`src/rtl/rpfm_defines.svh`:
```
// Constants for the radio pad function multiplexer
`ifndef RPFM_DEFINES_SVH
`define RPFM_DEFINES_SVH

`define RPFM_SEL_W      3
`define RPFM_PAD_N      15
`define RPFM_SEL_RST    3'h0

// Select codes
`define RPFM_FN_0       3'h0
`define RPFM_FN_1       3'h1
`define RPFM_FN_2       3'h2
`define RPFM_FN_3       3'h3
`define RPFM_FN_4       3'h4
`define RPFM_FN_5       3'h5
`define RPFM_FN_6       3'h6
`define RPFM_FN_7       3'h7

// Pad indices
`define RPFM_P_CTS      0
`define RPFM_P_RTS      1
`define RPFM_P_RXD      2
`define RPFM_P_TXD      3
`define RPFM_P_VDI      4
`define RPFM_P_VDO      5
`define RPFM_P_VFS      6
`define RPFM_P_VBC      7
`define RPFM_P_ADO      8
`define RPFM_P_ADI      9
`define RPFM_P_AWS      10
`define RPFM_P_ACK      11
`define RPFM_P_G1       12
`define RPFM_P_G0       13
`define RPFM_P_CRQ      14

`endif

```
`src/rtl/rpfm_pkg.sv`:
```
// Types for the radio pad function multiplexer
package rpfm_pkg;

   typedef logic [2:0] rpfm_sel_t;

   // Signals driven by the internal peripherals toward the pads
   typedef struct packed {
      logic [7:0] gpio_o;
      logic [7:0] gpio_oe;
      logic [7:0] agpio_o;
      logic [7:0] agpio_oe;
      logic       rts_n;
      logic       txd;
      logic       voice_master;
      logic       voice_sync_o;
      logic       voice_clk_o;
      logic       voice_data_o;
      logic       host_clk;
      logic       lpo_clk;
      logic       link_indicator;
      logic       i2s_master_word_select;
      logic       i2s_master_bit_clock;
      logic       i2s_master_data_out;
      logic       i2s_slave_data_out;
      logic       prio_status;
      logic       class1_bit2;
      logic       clk_12p288;
      logic       clk_request;
   } rpfm_core_out_s;

   // Signals returned from the pads to the internal peripherals
   typedef struct packed {
      logic [7:0] gpio_i;
      logic [7:0] agpio_i;
      logic       cts_n;
      logic       rxd;
      logic       voice_data_i;
      logic       voice_sync_i;
      logic       voice_clk_i;
      logic       i2s_slave_word_select;
      logic       i2s_slave_bit_clock;
      logic       i2s_data_in;
      logic       coexist_transmit_confirm;
   } rpfm_core_in_s;

endpackage

```
`src/rtl/rpfm_mux.sv`:
```
// Radio pad function multiplexer with per-pad selects
//
// Function
// - Each multiplexed pad takes its function from its own select, values 0 to 7.
// - Every pad select acts alone; one pad's setting never affects another pad.
// - Select 0 on a radio I/O pad makes it a plain general-purpose I/O, except on the UART and clock request pads.
// - Frame sync pad: 0 A-I/O 1, 1/2 voice sync, 3 host clock, 4 low-power clock, 5/7 I2S ws.
// - Data out pad: 0 A-I/O 2, 1/2 voice data, 3 link indicator, 5/7 I2S master/slave data.
// - Bit clock and audio clock pads drive the I2S master clock at 5, take slave clock at 7.
// - Word-select pad: 0 I/O 7, 1 voice sync, 3 link indicator, 5/7 I2S master/slave ws.
// - Audio data-out pad: 0 A-I/O 5, 1 voice data, 4 slave data, 5 master data, 7 status.
// - Voice frame sync is driven in master role and taken from the pad in slave role.
// - Voice bit clock is driven in master role and taken from the pad in slave role.
// - The radio activity flag is high through every local receive and transmit slot.
// - The status function presents the current priority status to the partner.
// - Clock request pad carries the clock request at 0 and A-I/O 7 at 7.
// - Host drives clear-to-send in; the device drives request-to-send out.
`timescale 1ns/100ps
`include "rpfm_defines.svh"

module rpfm_mux #(
   parameter int PAD_N = `RPFM_PAD_N
) (
   // Clock, reset, enable
   input  wire logic                         clk,
   input  wire logic                         sys_rst,
   input  wire logic                         ce,
   // Select programming
   input  wire logic [PAD_N-1:0]             sel_wr_en,
   input  wire logic [`RPFM_SEL_W-1:0]       sel_wdata,
   output logic [PAD_N-1:0][`RPFM_SEL_W-1:0] sel_reg,
   // Core side
   input  wire rpfm_pkg::rpfm_core_out_s     core_o,
   output rpfm_pkg::rpfm_core_in_s           core_i_reg,
   input  wire logic                         local_rx_slot,
   input  wire logic                         local_tx_slot,
   output logic                              radio_activity_flag_reg,
   // Pad side
   input  wire logic [PAD_N-1:0]             pad_i,
   output logic [PAD_N-1:0]                  pad_o_reg,
   output logic [PAD_N-1:0]                  pad_oe_reg
);

   ////////////////////////////////////////////////////////////////////////////
   logic [PAD_N-1:0]        pad_o_next;
   logic [PAD_N-1:0]        pad_oe_next;
   rpfm_pkg::rpfm_core_in_s core_i_next;
   wire logic               activity_next = local_rx_slot | local_tx_slot;

   // One select register per pad, each written on its own strobe
   genvar g;
   generate
      for (g = 0; g < PAD_N; g++) begin : g_sel
         always_ff @(posedge clk or posedge sys_rst) begin
            if (sys_rst) begin
               sel_reg[g] <= `RPFM_SEL_RST;
            end else if (ce && sel_wr_en[g]) begin
               sel_reg[g] <= sel_wdata;
            end
         end
      end
   endgenerate

   ////////////////////////////////////////////////////////////////////////////
   // Routing. Inputs seen on several pads are ORed; unselected ones stay 0, except cts_n, which idles high.
   always_comb begin
      pad_o_next  = '0;
      pad_oe_next = '0;
      core_i_next = '0;
      core_i_next.cts_n = 1'b1; // Active low, so idle is high

      unique case (sel_reg[`RPFM_P_CTS])
         `RPFM_FN_0: core_i_next.cts_n = pad_i[`RPFM_P_CTS];
         `RPFM_FN_7: begin
            pad_o_next[`RPFM_P_CTS]  = core_o.agpio_o[1];
            pad_oe_next[`RPFM_P_CTS] = core_o.agpio_oe[1];
            core_i_next.agpio_i[1]   = pad_i[`RPFM_P_CTS];
         end
         default: ;
      endcase

      unique case (sel_reg[`RPFM_P_RTS])
         `RPFM_FN_0: begin
            pad_o_next[`RPFM_P_RTS]  = core_o.rts_n;
            pad_oe_next[`RPFM_P_RTS] = 1'b1;
         end
         `RPFM_FN_7: begin
            pad_o_next[`RPFM_P_RTS]  = core_o.agpio_o[0];
            pad_oe_next[`RPFM_P_RTS] = core_o.agpio_oe[0];
            core_i_next.agpio_i[0]   = pad_i[`RPFM_P_RTS];
         end
         default: ;
      endcase

      unique case (sel_reg[`RPFM_P_RXD])
         `RPFM_FN_0: core_i_next.rxd = pad_i[`RPFM_P_RXD];
         `RPFM_FN_7: begin
            pad_o_next[`RPFM_P_RXD]  = core_o.gpio_o[5];
            pad_oe_next[`RPFM_P_RXD] = core_o.gpio_oe[5];
            core_i_next.gpio_i[5]    = pad_i[`RPFM_P_RXD];
         end
         default: ;
      endcase

      unique case (sel_reg[`RPFM_P_TXD])
         `RPFM_FN_0: begin
            pad_o_next[`RPFM_P_TXD]  = core_o.txd;
            pad_oe_next[`RPFM_P_TXD] = 1'b1;
         end
         `RPFM_FN_7: begin
            pad_o_next[`RPFM_P_TXD]  = core_o.gpio_o[4];
            pad_oe_next[`RPFM_P_TXD] = core_o.gpio_oe[4];
            core_i_next.gpio_i[4]    = pad_i[`RPFM_P_TXD];
         end
         default: ;
      endcase

      unique case (sel_reg[`RPFM_P_VDI])
         `RPFM_FN_0: begin
            pad_o_next[`RPFM_P_VDI]  = core_o.agpio_o[3];
            pad_oe_next[`RPFM_P_VDI] = core_o.agpio_oe[3];
            core_i_next.agpio_i[3]   = pad_i[`RPFM_P_VDI];
         end
         `RPFM_FN_1, `RPFM_FN_2: core_i_next.voice_data_i = pad_i[`RPFM_P_VDI];
         `RPFM_FN_3: begin
            pad_o_next[`RPFM_P_VDI]  = core_o.host_clk;
            pad_oe_next[`RPFM_P_VDI] = 1'b1;
         end
         `RPFM_FN_7: core_i_next.i2s_data_in = pad_i[`RPFM_P_VDI];
         default: ;
      endcase

      unique case (sel_reg[`RPFM_P_VDO])
         `RPFM_FN_0: begin
            pad_o_next[`RPFM_P_VDO]  = core_o.agpio_o[2];
            pad_oe_next[`RPFM_P_VDO] = core_o.agpio_oe[2];
            core_i_next.agpio_i[2]   = pad_i[`RPFM_P_VDO];
         end
         `RPFM_FN_1, `RPFM_FN_2: begin
            pad_o_next[`RPFM_P_VDO]  = core_o.voice_data_o;
            pad_oe_next[`RPFM_P_VDO] = 1'b1;
         end
         `RPFM_FN_3: begin
            pad_o_next[`RPFM_P_VDO]  = core_o.link_indicator;
            pad_oe_next[`RPFM_P_VDO] = 1'b1;
         end
         `RPFM_FN_5: begin
            pad_o_next[`RPFM_P_VDO]  = core_o.i2s_master_data_out;
            pad_oe_next[`RPFM_P_VDO] = 1'b1;
         end
         `RPFM_FN_7: begin
            pad_o_next[`RPFM_P_VDO]  = core_o.i2s_slave_data_out;
            pad_oe_next[`RPFM_P_VDO] = 1'b1;
         end
         default: ;
      endcase

      unique case (sel_reg[`RPFM_P_VFS])
         `RPFM_FN_0: begin
            pad_o_next[`RPFM_P_VFS]  = core_o.agpio_o[1];
            pad_oe_next[`RPFM_P_VFS] = core_o.agpio_oe[1];
            core_i_next.agpio_i[1]   = core_i_next.agpio_i[1] | pad_i[`RPFM_P_VFS];
         end
         `RPFM_FN_1, `RPFM_FN_2: begin
            pad_o_next[`RPFM_P_VFS]  = core_o.voice_sync_o;
            pad_oe_next[`RPFM_P_VFS] = core_o.voice_master;
            core_i_next.voice_sync_i = !core_o.voice_master && pad_i[`RPFM_P_VFS];
         end
         `RPFM_FN_3: begin
            pad_o_next[`RPFM_P_VFS]  = core_o.host_clk;
            pad_oe_next[`RPFM_P_VFS] = 1'b1;
         end
         `RPFM_FN_4: begin
            pad_o_next[`RPFM_P_VFS]  = core_o.lpo_clk;
            pad_oe_next[`RPFM_P_VFS] = 1'b1;
         end
         `RPFM_FN_5: begin
            pad_o_next[`RPFM_P_VFS]  = core_o.i2s_master_word_select;
            pad_oe_next[`RPFM_P_VFS] = 1'b1;
         end
         `RPFM_FN_7: core_i_next.i2s_slave_word_select = pad_i[`RPFM_P_VFS];
         default: ;
      endcase

      unique case (sel_reg[`RPFM_P_VBC])
         `RPFM_FN_0: begin
            pad_o_next[`RPFM_P_VBC]  = core_o.agpio_o[0];
            pad_oe_next[`RPFM_P_VBC] = core_o.agpio_oe[0];
            core_i_next.agpio_i[0]   = core_i_next.agpio_i[0] | pad_i[`RPFM_P_VBC];
         end
         `RPFM_FN_1, `RPFM_FN_2: begin
            pad_o_next[`RPFM_P_VBC]  = core_o.voice_clk_o;
            pad_oe_next[`RPFM_P_VBC] = core_o.voice_master;
            core_i_next.voice_clk_i  = !core_o.voice_master && pad_i[`RPFM_P_VBC];
         end
         `RPFM_FN_5: begin
            pad_o_next[`RPFM_P_VBC]  = core_o.i2s_master_bit_clock;
            pad_oe_next[`RPFM_P_VBC] = 1'b1;
         end
         `RPFM_FN_7: core_i_next.i2s_slave_bit_clock = pad_i[`RPFM_P_VBC];
         default: ;
      endcase

      unique case (sel_reg[`RPFM_P_ADO])
         `RPFM_FN_0: begin
            pad_o_next[`RPFM_P_ADO]  = core_o.agpio_o[5];
            pad_oe_next[`RPFM_P_ADO] = core_o.agpio_oe[5];
            core_i_next.agpio_i[5]   = pad_i[`RPFM_P_ADO];
         end
         `RPFM_FN_1: begin
            pad_o_next[`RPFM_P_ADO]  = core_o.voice_data_o;
            pad_oe_next[`RPFM_P_ADO] = 1'b1;
         end
         `RPFM_FN_4: begin
            pad_o_next[`RPFM_P_ADO]  = core_o.i2s_slave_data_out;
            pad_oe_next[`RPFM_P_ADO] = 1'b1;
         end
         `RPFM_FN_5: begin
            pad_o_next[`RPFM_P_ADO]  = core_o.i2s_master_data_out;
            pad_oe_next[`RPFM_P_ADO] = 1'b1;
         end
         `RPFM_FN_7: begin
            pad_o_next[`RPFM_P_ADO]  = core_o.prio_status;
            pad_oe_next[`RPFM_P_ADO] = 1'b1;
         end
         default: ;
      endcase

      unique case (sel_reg[`RPFM_P_ADI])
         `RPFM_FN_0: begin
            pad_o_next[`RPFM_P_ADI]  = core_o.agpio_o[6];
            pad_oe_next[`RPFM_P_ADI] = core_o.agpio_oe[6];
            core_i_next.agpio_i[6]   = pad_i[`RPFM_P_ADI];
         end
         `RPFM_FN_1: core_i_next.voice_data_i = core_i_next.voice_data_i | pad_i[`RPFM_P_ADI];
         `RPFM_FN_3: begin
            pad_o_next[`RPFM_P_ADI]  = core_o.host_clk;
            pad_oe_next[`RPFM_P_ADI] = 1'b1;
         end
         `RPFM_FN_4: core_i_next.i2s_data_in = core_i_next.i2s_data_in | pad_i[`RPFM_P_ADI];
         `RPFM_FN_7: core_i_next.coexist_transmit_confirm = pad_i[`RPFM_P_ADI];
         default: ;
      endcase

      unique case (sel_reg[`RPFM_P_AWS])
         `RPFM_FN_0: begin
            pad_o_next[`RPFM_P_AWS]  = core_o.gpio_o[7];
            pad_oe_next[`RPFM_P_AWS] = core_o.gpio_oe[7];
            core_i_next.gpio_i[7]    = pad_i[`RPFM_P_AWS];
         end
         `RPFM_FN_1: begin
            pad_o_next[`RPFM_P_AWS]  = core_o.voice_sync_o;
            pad_oe_next[`RPFM_P_AWS] = core_o.voice_master;
            core_i_next.voice_sync_i = core_i_next.voice_sync_i
                                       | (!core_o.voice_master && pad_i[`RPFM_P_AWS]);
         end
         `RPFM_FN_3: begin
            pad_o_next[`RPFM_P_AWS]  = core_o.link_indicator;
            pad_oe_next[`RPFM_P_AWS] = 1'b1;
         end
         `RPFM_FN_5: begin
            pad_o_next[`RPFM_P_AWS]  = core_o.i2s_master_word_select;
            pad_oe_next[`RPFM_P_AWS] = 1'b1;
         end
         `RPFM_FN_7: core_i_next.i2s_slave_word_select =
            core_i_next.i2s_slave_word_select | pad_i[`RPFM_P_AWS];
         default: ;
      endcase

      unique case (sel_reg[`RPFM_P_ACK])
         `RPFM_FN_0: begin
            pad_o_next[`RPFM_P_ACK]  = core_o.gpio_o[6];
            pad_oe_next[`RPFM_P_ACK] = core_o.gpio_oe[6];
            core_i_next.gpio_i[6]    = pad_i[`RPFM_P_ACK];
         end
         `RPFM_FN_1: begin
            pad_o_next[`RPFM_P_ACK]  = core_o.voice_clk_o;
            pad_oe_next[`RPFM_P_ACK] = core_o.voice_master;
            core_i_next.voice_clk_i  = core_i_next.voice_clk_i
                                       | (!core_o.voice_master && pad_i[`RPFM_P_ACK]);
         end
         `RPFM_FN_4: begin
            pad_o_next[`RPFM_P_ACK]  = core_o.lpo_clk;
            pad_oe_next[`RPFM_P_ACK] = 1'b1;
         end
         `RPFM_FN_5: begin
            pad_o_next[`RPFM_P_ACK]  = core_o.i2s_master_bit_clock;
            pad_oe_next[`RPFM_P_ACK] = 1'b1;
         end
         `RPFM_FN_7: core_i_next.i2s_slave_bit_clock =
            core_i_next.i2s_slave_bit_clock | pad_i[`RPFM_P_ACK];
         default: ;
      endcase

      unique case (sel_reg[`RPFM_P_G1])
         `RPFM_FN_0: begin
            pad_o_next[`RPFM_P_G1]  = core_o.gpio_o[1];
            pad_oe_next[`RPFM_P_G1] = core_o.gpio_oe[1];
            core_i_next.gpio_i[1]   = pad_i[`RPFM_P_G1];
         end
         `RPFM_FN_7: begin
            pad_o_next[`RPFM_P_G1]  = core_o.class1_bit2;
            pad_oe_next[`RPFM_P_G1] = 1'b1;
         end
         default: ;
      endcase

      unique case (sel_reg[`RPFM_P_G0])
         `RPFM_FN_0: begin
            pad_o_next[`RPFM_P_G0]  = core_o.gpio_o[0];
            pad_oe_next[`RPFM_P_G0] = core_o.gpio_oe[0];
            core_i_next.gpio_i[0]   = pad_i[`RPFM_P_G0];
         end
         `RPFM_FN_4: begin
            pad_o_next[`RPFM_P_G0]  = core_o.clk_12p288;
            pad_oe_next[`RPFM_P_G0] = 1'b1;
         end
         default: ;
      endcase

      unique case (sel_reg[`RPFM_P_CRQ])
         `RPFM_FN_0: begin
            pad_o_next[`RPFM_P_CRQ]  = core_o.clk_request;
            pad_oe_next[`RPFM_P_CRQ] = 1'b1;
         end
         `RPFM_FN_7: begin
            pad_o_next[`RPFM_P_CRQ]  = core_o.agpio_o[7];
            pad_oe_next[`RPFM_P_CRQ] = core_o.agpio_oe[7];
            core_i_next.agpio_i[7]   = pad_i[`RPFM_P_CRQ];
         end
         default: ;
      endcase
   end

   ////////////////////////////////////////////////////////////////////////////
   // Registered outputs cost one cycle of latency but keep pad timing clean
   always_ff @(posedge clk or posedge sys_rst) begin
      if (sys_rst) begin
         pad_o_reg               <= '0;
         pad_oe_reg              <= '0;
         core_i_reg              <= '0;
         radio_activity_flag_reg <= 1'b0;
      end else if (ce) begin
         pad_o_reg               <= pad_o_next;
         pad_oe_reg              <= pad_oe_next;
         core_i_reg              <= core_i_next;
         radio_activity_flag_reg <= activity_next;
      end
   end
endmodule

```
`config.mk`:
```
export PLATFORM = sky130hd
export DESIGN_NAME = rpfm_mux
export DESIGN_NICKNAME = d
export VERILOG_FILES = /design/src/rtl/rpfm_pkg.sv /design/src/rtl/rpfm_mux.sv
export VERILOG_INCLUDE_DIRS = /design/src /design/src/rtl
export SDC_FILE = /design/constraint.sdc
export NUM_CORES = 1
export LEC_CHECK = 0
export BUFFER_PORTS_ARGS = -buffer_cell sky130_fd_sc_hd__buf_2
export CORE_MARGIN = 1
export CORE_UTILIZATION = 43
export CTS_CLUSTER_SIZE = 24
export DETAILED_ROUTE_END_ITERATION = 8
export GPL_ROUTABILITY_DRIVEN = 0
export GPL_TIMING_DRIVEN = 0
export HOLD_SLACK_MARGIN = 0.08
export PLACE_DENSITY = 0.76
export SLEW_MARGIN = 20
export SYNTH_ARGS = -nofsm -noshare
export SYNTH_HDL_FRONTEND = slang
export SYNTH_SLANG_ARGS = --single-unit
export TNS_END_PERCENT = 50
```
`constraint.sdc`:
```
create_clock -name clk -period 2.89 [get_ports clk]
set_input_delay 0.1445 -clock clk [delete_from_list [all_inputs] [get_ports clk]]
set_output_delay 0.1445 -clock clk [all_outputs]
set_load 0.1 [all_outputs]
```
== Yosys cells after proc, flatten, opt, wreduce, memory -nomap -nowiden ==
Cells that the tools add are included.
W data, S select, Z words.

* Bits in registers: 98
* Bits of input ports: 87
* Output and inout bits: 101
* Word-level logic and storage cells: 184

* Eq/ne operators: 42
* Multiplexer cells: 60
* Bitwise logic cells: 9
* Reductions and logical operators: 44

{| class="wikitable"
|+ Operator list
! operator !! number
|-
| $eq A3 B3 Y1 const B || 25
|-
| $logic_not A3 Y1 || 15
|-
| $mux W1 || 34
|-
| $pmux W1 S2 || 16
|-
| $eq A3 B2 Y1 const B || 9
|-
| $eq A3 B1 Y1 const B || 8
|-
| $logic_and A1 B1 Y1 || 19
|-
| $pmux W1 S3 || 5
|-
| $pmux W1 S5 || 3
|-
| $reduce_or A2 Y1 || 6
|-
| $or A1 B1 Y1 || 9
|-
| $pmux W1 S4 || 2
|-
| $reduce_or A5 Y1 || 1
|-
| $reduce_or A4 Y1 || 1
|-
| $reduce_or A3 Y1 || 1
|-
| $logic_not A1 Y1 || 1
|}

== Depth between registers and ports, before layout ==
Gate-level depths: netlist of the first run.

* Depth after elaboration: 5
* Depth in mapped cells: 5
* Depth with buffers taken out: 4

== Least setup slack after synthesis of the first run ==
No wires, ideal clock.

* Path kind: reg-to-reg
* From: register sel_reg[16] in the netlist's numbering
* To: register pad_o_reg[5]
* Setup time: 0.126 ns
* Data arrival time: 1.801 ns
* Data required time: 2.764 ns
* Slack: 0.963 ns
* Cell stages (with the launch flop): 5
* Buffers on the path: 1
* Period minus slack after synthesis: 1.927 ns
* Cell sequence: dfrtp_1 buf_2 mux2i_1 nor3_1 o32a_1

* Cells in the longest elaborated chain, start to end: 3
* Elaborated cells between the ends (all ways): 8
* Classes of those cells: eq/ne (5); mux (1); reduce/logical (2)

{| class="wikitable"
|+ RTL lines
! item !! RTL line !! source
|-
| from (decl) || rpfm_mux.sv:31 || <nowiki>output logic [PAD_N-1:0][`RPFM_SEL_W-1:0] sel_reg,</nowiki>
|-
| from (signal, indexed assignment) || rpfm_mux.sv:56 || <nowiki>sel_reg[g] <= `RPFM_SEL_RST;</nowiki>
|-
| from (signal, indexed assignment) || rpfm_mux.sv:58 || <nowiki>sel_reg[g] <= sel_wdata;</nowiki>
|-
| $eq A3 B1 Y1 / $eq A3 B2 Y1 (equally long branches) || rpfm_mux.sv:133 || <nowiki>unique case (sel_reg[`RPFM_P_VDO])</nowiki>
|-
| $reduce_or A2 Y1 || rpfm_mux.sv:133 ||
|-
| $pmux W1 S5 (*) || rpfm_mux.sv:133 ||
|-
| to (signal assigned) || rpfm_mux.sv:344 || <nowiki>pad_o_reg <= pad_o_next;</nowiki>
|-
| to (decl) || rpfm_mux.sv:40 || <nowiki>output logic [PAD_N-1:0] pad_o_reg,</nowiki>
|}

Mark *: on every way between the ends. The rest lies on a longest branch, timed or not.
A chain may end at the register's enable or synchronous reset.

== Final worst setup path of the first run ==
* From: register sel_reg[20] in the netlist's numbering
* To: register core_i_reg[10] in the netlist's numbering

* Cells in the longest elaborated chain, start to end: 2

{| class="wikitable"
|+ RTL lines
! item !! RTL line !! source
|-
| $logic_not A3 Y1 || rpfm_mux.sv:158 || <nowiki>unique case (sel_reg[`RPFM_P_VFS])</nowiki>
|-
| $mux W1 || rpfm_mux.sv:158 ||
|-
| to (signal assigned) || rpfm_mux.sv:346 || <nowiki>core_i_reg <= core_i_next;</nowiki>
|-
| to (decl) || rpfm_mux.sv:34 || <nowiki>output rpfm_pkg::rpfm_core_in_s core_i_reg,</nowiki>
|}

No other way between the ends.

==> results of run 1 <==
[synthesized netlist by cell type (4+ instances only)]
library cell / number / area share
a21oi_1: 27 / 0.030
a22oi_1: 6 / 0.010
a31oi_1: 8 / 0.011
and3_1: 5 / 0.0069
buf_2: 13 / 0.014
dfrtp_1: 98 / 0.54
inv_1: 25 / 0.021
mux2_2: 54 / 0.13
mux2i_1: 10 / 0.022
nand2_1: 28 / 0.023
nand3_1: 9 / 0.010
nand4_1: 6 / 0.0083
nor2_1: 39 / 0.032
nor2b_1: 4 / 0.0056
nor3_1: 6 / 0.0067
nor3b_1: 5 / 0.0083
nor4b_1: 4 / 0.0078
o21ai_0: 14 / 0.016
o22ai_1: 10 / 0.014
[logic make-up after synthesis]
family | after synthesis | synth area share
xor gates and xnor gates | 3 | 0.005834
DFF | 98 | 0.5444
other | 1 | 0.0008325
and+or+nand+nor | 116 | 0.1261
buffers and inverters | 48 | 0.05222
muxes | 66 | 0.1656
AOI/OAI and AO/OA | 79 | 0.1050
[where the power goes]
part	leakage, nW	switching, W	internal [W]
clock	0.118	0.000475	0.000593
combinational	1.65	0.00178	0.000431
sequential	1.20	0.000171	0.00155
[final timing paths]
path	depth (start not counted)	endpoint	slack, ns	start
min reg2reg	1	pad_oe_reg[9]	0.51	pad_oe_reg[9]
max in group asynchronous	4	radio_activity_flag_reg	1.92	sys_rst
max	5	core_i_reg[10]	1.23	sel_reg[20]
min in group asynchronous	3	pad_oe_reg[13]	0.36	sys_rst
max reg2reg	5	core_i_reg[10]	1.23	sel_reg[20]
min	3	pad_oe_reg[4]	0.09	core_o[20]
[per-layer routing]
metal	up-vias	global-route usage	wire length (um)
li1	1882	-	-
met1	1913	0.3268	5934
met2	163	0.4238	6693
met3	22	0.03885	786
met4	0	0.1122	323
met5	-	0	0
[through the flow]
stage | instance area [sq um] | setup TNS, ns | worst slack, ns | instances
3_5_place_dp | 5597 | 0 | 1.612 | 724
6_report | 6097 | 0 | 1.226 | 765
3_3_place_gp | 5564 | -87.68 | -0.8990 | 723
5_1_grt | 6097 | 0 | 1.170 | 765
2_1_floorplan | 4512 | 0 | 0.1834 | 413
4_1_cts | 6097 | 0 | 1.228 | 765
[worst max-delay path, delay by kind of cell, from the launching register on]
family | cells | cell delay [ns]
AOI/OAI and AO/OA | 1 | 0.16
DFF | 1 | 0.38
and+or+nand+nor | 2 | 0.34
buffers and inverters | 2 | 0.73
[timing repair]
| item | CTS | global route |
|---|---|---|
| hold buffers | 26 | 0 |
| resized for setup | 0 | 0 |
| hold endpoints to repair | 64 | 0 |
[layout make-up]
| type | count | area, sq um | area share |
|---|---|---|---|
| flip-flops and latches | 98 | 2452 | 0.4022 |
| well taps | 133 | 166.4 | 0.02729 |
| multi-input cells | 267 | 1824 | 0.2992 |
| clock buffers | 10 | 137.6 | 0.02257 |
| repair buffers | 204 | 1174 | 0.1925 |
| clock inverters | 5 | 102.6 | 0.01683 |
| inverters | 25 | 98.84 | 0.01621 |
| plain buffers | 23 | 141.4 | 0.02319 |
==> parameters.txt, run 1 <==
Parameter                              Value

Yosys
  Total number of yosys warnings    0
  Synth unique cells    44
  Syn Area/Cell    10.96 sq um
  FF+latch count, synth    98
  Netlist area before placement    4504 sq um
  Proportion of synthesized flip-flops having asynchronous set or reset    1.000
  Part of the Yosys area used for sequential elements    0.5444
  Count of flip-flops with a built-in enable after synthesis    0
  Prevailing post-synth register cell    dfrtp_1
  Count of mapped cells out of synthesis    411

Setup path
  Cell with the largest stage delay on the worst path    dlygate4sd3_1
  CP arrival    1.96 ns
  Startpoint-to-endpoint class of the critical path    flip-flop to flip-flop
  Biggest fanout along the worst timing path    9
  Slowest cell delay on critical path    0.56 ns
  Worst setup EP type    flip-flop
  Kind of start point of the critical path    flip-flop
  Critical path cell sequence    buf_2 -> nor3_1 -> nand2_1 -> a31oi_1 -> dlygate4sd3_1
  Worst Path Required    3.19 ns

Drt
  DRC errors left    0
  Initial DRC Count    197
  Total iterations of the first detailed-routing run    4
  DRT antenna net count    0
  Routed length per instance    17.96 um
  Via-to-Cell Ratio    5.203
  Detailed-route via count    3980
  Final wirelength    13740 um

STA
  Number of hold-slack violations in the final timing report    0
  Hold Worst Slack    0.09247 ns
  Total setup violations reported at the end of the flow    0
  Setup repair after global routing missed its margin    false
  Clock skew after layout    0.009359 ns
  Final critical-path share of the clock period    0.5757
  Max transition margin    0.5506
  Max-slew violation count    0
  Measured slew at the worst slew-check pin    0.6741 ns
  Final critical delay including setup and external delays    1.664 ns
  FMAX    601.1 MHz

Power
  Pwr per Cell Area    820.7 nW/um^2
  Largest vdd supply drop    0.0004251 V
  Standby leakage power    2.970 nW
  Post-layout power    0.005004 W

Floorplan
  Count of pins on the block boundary    188
  Initial cell density of the core    0.4525
  Die outline width    104.4 um
  Die H    104.4 um
  Placeable core region    9955 sq um
  Die area    10890 sq um
  # rows    36

Place
  Final HPWL DP    9443 um
  Count of input and output buffers    177

Clock tree
  Clock slew seen by the registers of the worst setup and hold paths    0.09 ns
  Clock tree sinks    98
  # Post-CTS Setup Buffers    0
  Number of buffers on the longest clock path    2
  TritonCTS clock tree    built
  Cell at the root of the clock tree    clkbuf_8
  Clock insertion delay at the later pin of the skew report    0.36 ns
  Number of buffers created by CTS    9
  H-tree levels    3

Run
  Number of maximum-capacitance violations    0

Global route
  First-pass GRT wire length    20870 um
  Number of global-route vias before repair    3876
  Pin count of the biggest net entering global routing    58
  Antenna violations before repair    0
  Overall fraction of global-route tracks in use    0.2543
  Global route overflow    0

Cells and area
  Number of inserted diodes    0
  Layout cells sized above 1    0.4272
  Number of flip-flops under the largest register name    45
  Final Net Count    715
  Area Growth Syn to Fin    35.36%
  Top library cells by usage in the layout, fill and taps aside    190 x buf_2, 98 x dfrtp_1, 54 x mux2_2
  Number of fill cells    848
  Most common cell after layout, fill and taps aside    buf_2
  Utilization after layout    0.6125

Min path
  Hold Path Class    input pin to flip-flop

Status
  Outcome    complete, no violations
Note: power is estimated with default switching activity, not from simulation.
==> run 2, diff against run 1 <==
==> constraint.sdc (replaced) <==
create_clock -name clk -period 1.5 [get_ports clk]
set_input_delay 0.075 -clock clk [delete_from_list [all_inputs] [get_ports clk]]
set_output_delay 0.075 -clock clk [all_outputs]
set_load 0.1 [all_outputs]
==> run 2 against run 1 <==
Effect of this change:
- setup slack worse by 1.1 ns
- non-clock buffer count is 17 higher
- sequential power is 94% higher
- power is 92% higher
- critical endpoint is now sel_reg[31]
- highest routed layer unchanged
==> parameters.txt, run 2 (synthesis gave the netlist of run 1 again) <==
Parameter                              Value

Status
  Outcome    complete, no violations

Clock tree
  Number of buffers on the longest clock path    2 (unchanged)
  Clock slew seen by the registers of the worst setup and hold paths    0.10 ns (about the same)
  Cell at the root of the clock tree    clkbuf_8
  H-tree levels    3 (unchanged)
  Clock insertion delay at the later pin of the skew report    0.36 ns (about the same)
  Clock tree sinks    98 (unchanged)
  TritonCTS clock tree    built
  Number of buffers created by CTS    9 (unchanged)

Drt
  Final wirelength    13960 um (+1.6%)
  DRT antenna net count    0 (unchanged)
  Routed wl met3    723 um (-8.0%)
  Detailed-route via count    4115 (+3.4%)
  Initial DRC Count    190 (-3.6%)
  Met2 wire len    7016 um (+4.8%)
  Routed length per instance    17.83 um (-0.71%)
  Via-to-Cell Ratio    5.255 (+1.0%)
  Top layer reached by signal wires    met4
  DRC errors left    0 (unchanged)
  Total iterations of the first detailed-routing run    4 (unchanged)
  Met1 wire length    5935 um (about the same)

STA
  Aggregate negative setup slack    0 ns (unchanged)
  Total setup violations reported at the end of the flow    0 (unchanged)
  Measured slew at the worst slew-check pin    0.7515 ns (+0.07742 ns)
  Max-slew violation count    0 (unchanged)
  FMAX    703.8 MHz
  Hold Worst Slack    0.09285 ns (+0.0003813 ns)
  Clock skew after layout    0.009181 ns (-0.0001784 ns)
  Final critical-path share of the clock period    0.9473
  Max transition margin    0.4979 (-0.05267)
  Number of hold-slack violations in the final timing report    0 (unchanged)
  Setup WS post-layout    0.07911 ns (-1.147 ns)
  Final critical delay including setup and external delays    1.421 ns

Cells and area
  Utilization after layout    0.6302 (+0.01772)
  Top library cells by usage in the layout, fill and taps aside    189 x buf_2, 95 x dfrtp_1, 54 x mux2_2
  Area Growth Syn to Fin    39.28%
  Layout cells sized above 1    0.4246 (-0.002600)
  Number of inserted diodes    0 (unchanged)
  Number of flip-flops under the largest register name    45 (unchanged)
  Number of fill cells    827 (-2.5%)
  Most common cell after layout, fill and taps aside    buf_2
  Non-filler instance count after layout    783 (+2.4%)
  Final Net Count    732 (+2.4%)

Global route
  Antenna violations before repair    0 (unchanged)
  Overall fraction of global-route tracks in use    0.2635 (+0.009229)
  First-pass GRT wire length    21920 um (+5.1%)
  Number of global-route vias before repair    4156 (+7.2%)
  Global route overflow    0 (unchanged)
  Pin count of the biggest net entering global routing    35 (-40%)

Setup path
  Number of buffer and inverter instances along the worst setup path    1 (-1)
  Worst setup EP type    output port
  CP arrival    1.35 ns (-0.61 ns)
  Biggest fanout along the worst timing path    9 (unchanged)
  Kind of start point of the critical path    flip-flop
  Slowest cell delay on critical path    0.50 ns (-0.06 ns)
  Worst Path Required    1.42 ns (-1.77 ns)
  Startpoint-to-endpoint class of the critical path    flip-flop to output port
  Critical path cell sequence    buf_2
  Cell family contributing the most delay on the critical path    flip-flops
  Cell with the largest stage delay on the worst path    dfrtp_1

Floorplan
  Die area    10890 sq um (unchanged)
  Placeable core region    9955 sq um (unchanged)
  Initial cell density of the core    0.4525 (unchanged)
  Count of pins on the block boundary    188 (unchanged)
  Die H    104.4 um (unchanged)
  # rows    36 (unchanged)
  Die outline width    104.4 um (unchanged)

Power
  Pwr per Cell Area    1535 nW/um^2 (+87%)
  Largest vdd supply drop    0.0007895 V (+86%)
  Standby leakage power    3.038 nW (+2.3%)

Place
  Final HPWL DP    9488 um (+0.47%)
  Setup slack at placement    0.2252 ns (-1.387 ns)
  Cell total after placement    725 (+0.14%)
  Count of input and output buffers    177 (unchanged)

Min path
  Hold Path Class    input pin to flip-flop

Run
  Number of maximum-capacitance violations    0 (unchanged)
## run 2: cell count changes in the layout (fill, tap and decap cells not counted), sizes merged
| cell | change |
|---|---|
| clkinvlp | +1 |
| buf | +2 |
| clkbuf | +2 |
| inv | -1 |
| bufinv | -1 |
| dlygate4sd3 | +15 |
## run 2: timing repair
item,4_1_cts,5_1_grt
buffers inserted,0,1
setup endpoints to repair,0,1
endpoints found under the hold margin,69,0
gates resized for setup,0,6
hold buffers,41,0
## run 2: layer usage
metal	global-route usage	up-vias
li1	-	1919
met1	0.3267	2012
met3	0.04010	21
met5	0	-
met4	0.09796	0
met2	0.4622	163
## run 2: through the flow
stage	area, sq um	total power (W)
6_report	6274	0.009632
3_3_place_gp	5568	0.007501
4_1_cts	6256	0.009642
3_5_place_dp	5608	0.007578
5_1_grt	6274	0.009990
2_1_floorplan	4516	0.006771
## run 2: layout make-up
cell class,count,area (sq um),area share
Inverter,25,97.59,0.01556
Tap cell,133,166.4,0.02653
Sequential cell,98,2456,0.3915
Timing Repair Buffer,221,1344,0.2142
Clock inverter,4,72.57,0.01157
Buffer,23,147.6,0.02353
Clock buffer,12,165.2,0.02633
Multi-Input combinational cell,267,1824,0.2908
## run 2: report_power, final
group          total, W  leakage (nW)  switching (W)  internal [W]
combinational   0.00431          1.72        0.00344      0.000872
sequential      0.00333          1.20       0.000334       0.00300
clock           0.00199         0.119       0.000919       0.00107
## run 2: path summary, 6_finish.rpt
kind                       slack (ns)  depth (start not counted)        endpoint           start
setup reg to reg                 0.10                          4   core_i_reg[2]     sel_reg[21]
hold / removal                   0.09                          3   core_i_reg[4]       pad_i[11]
setup / recovery                 0.08                          1     sel_reg[31]     sel_reg[31]
min in group asynchronous        0.40                          3    pad_o_reg[8]         sys_rst
hold reg to reg                  0.51                          1  core_i_reg[14]  core_i_reg[14]
max in group asynchronous        0.47                          4  core_i_reg[16]         sys_rst
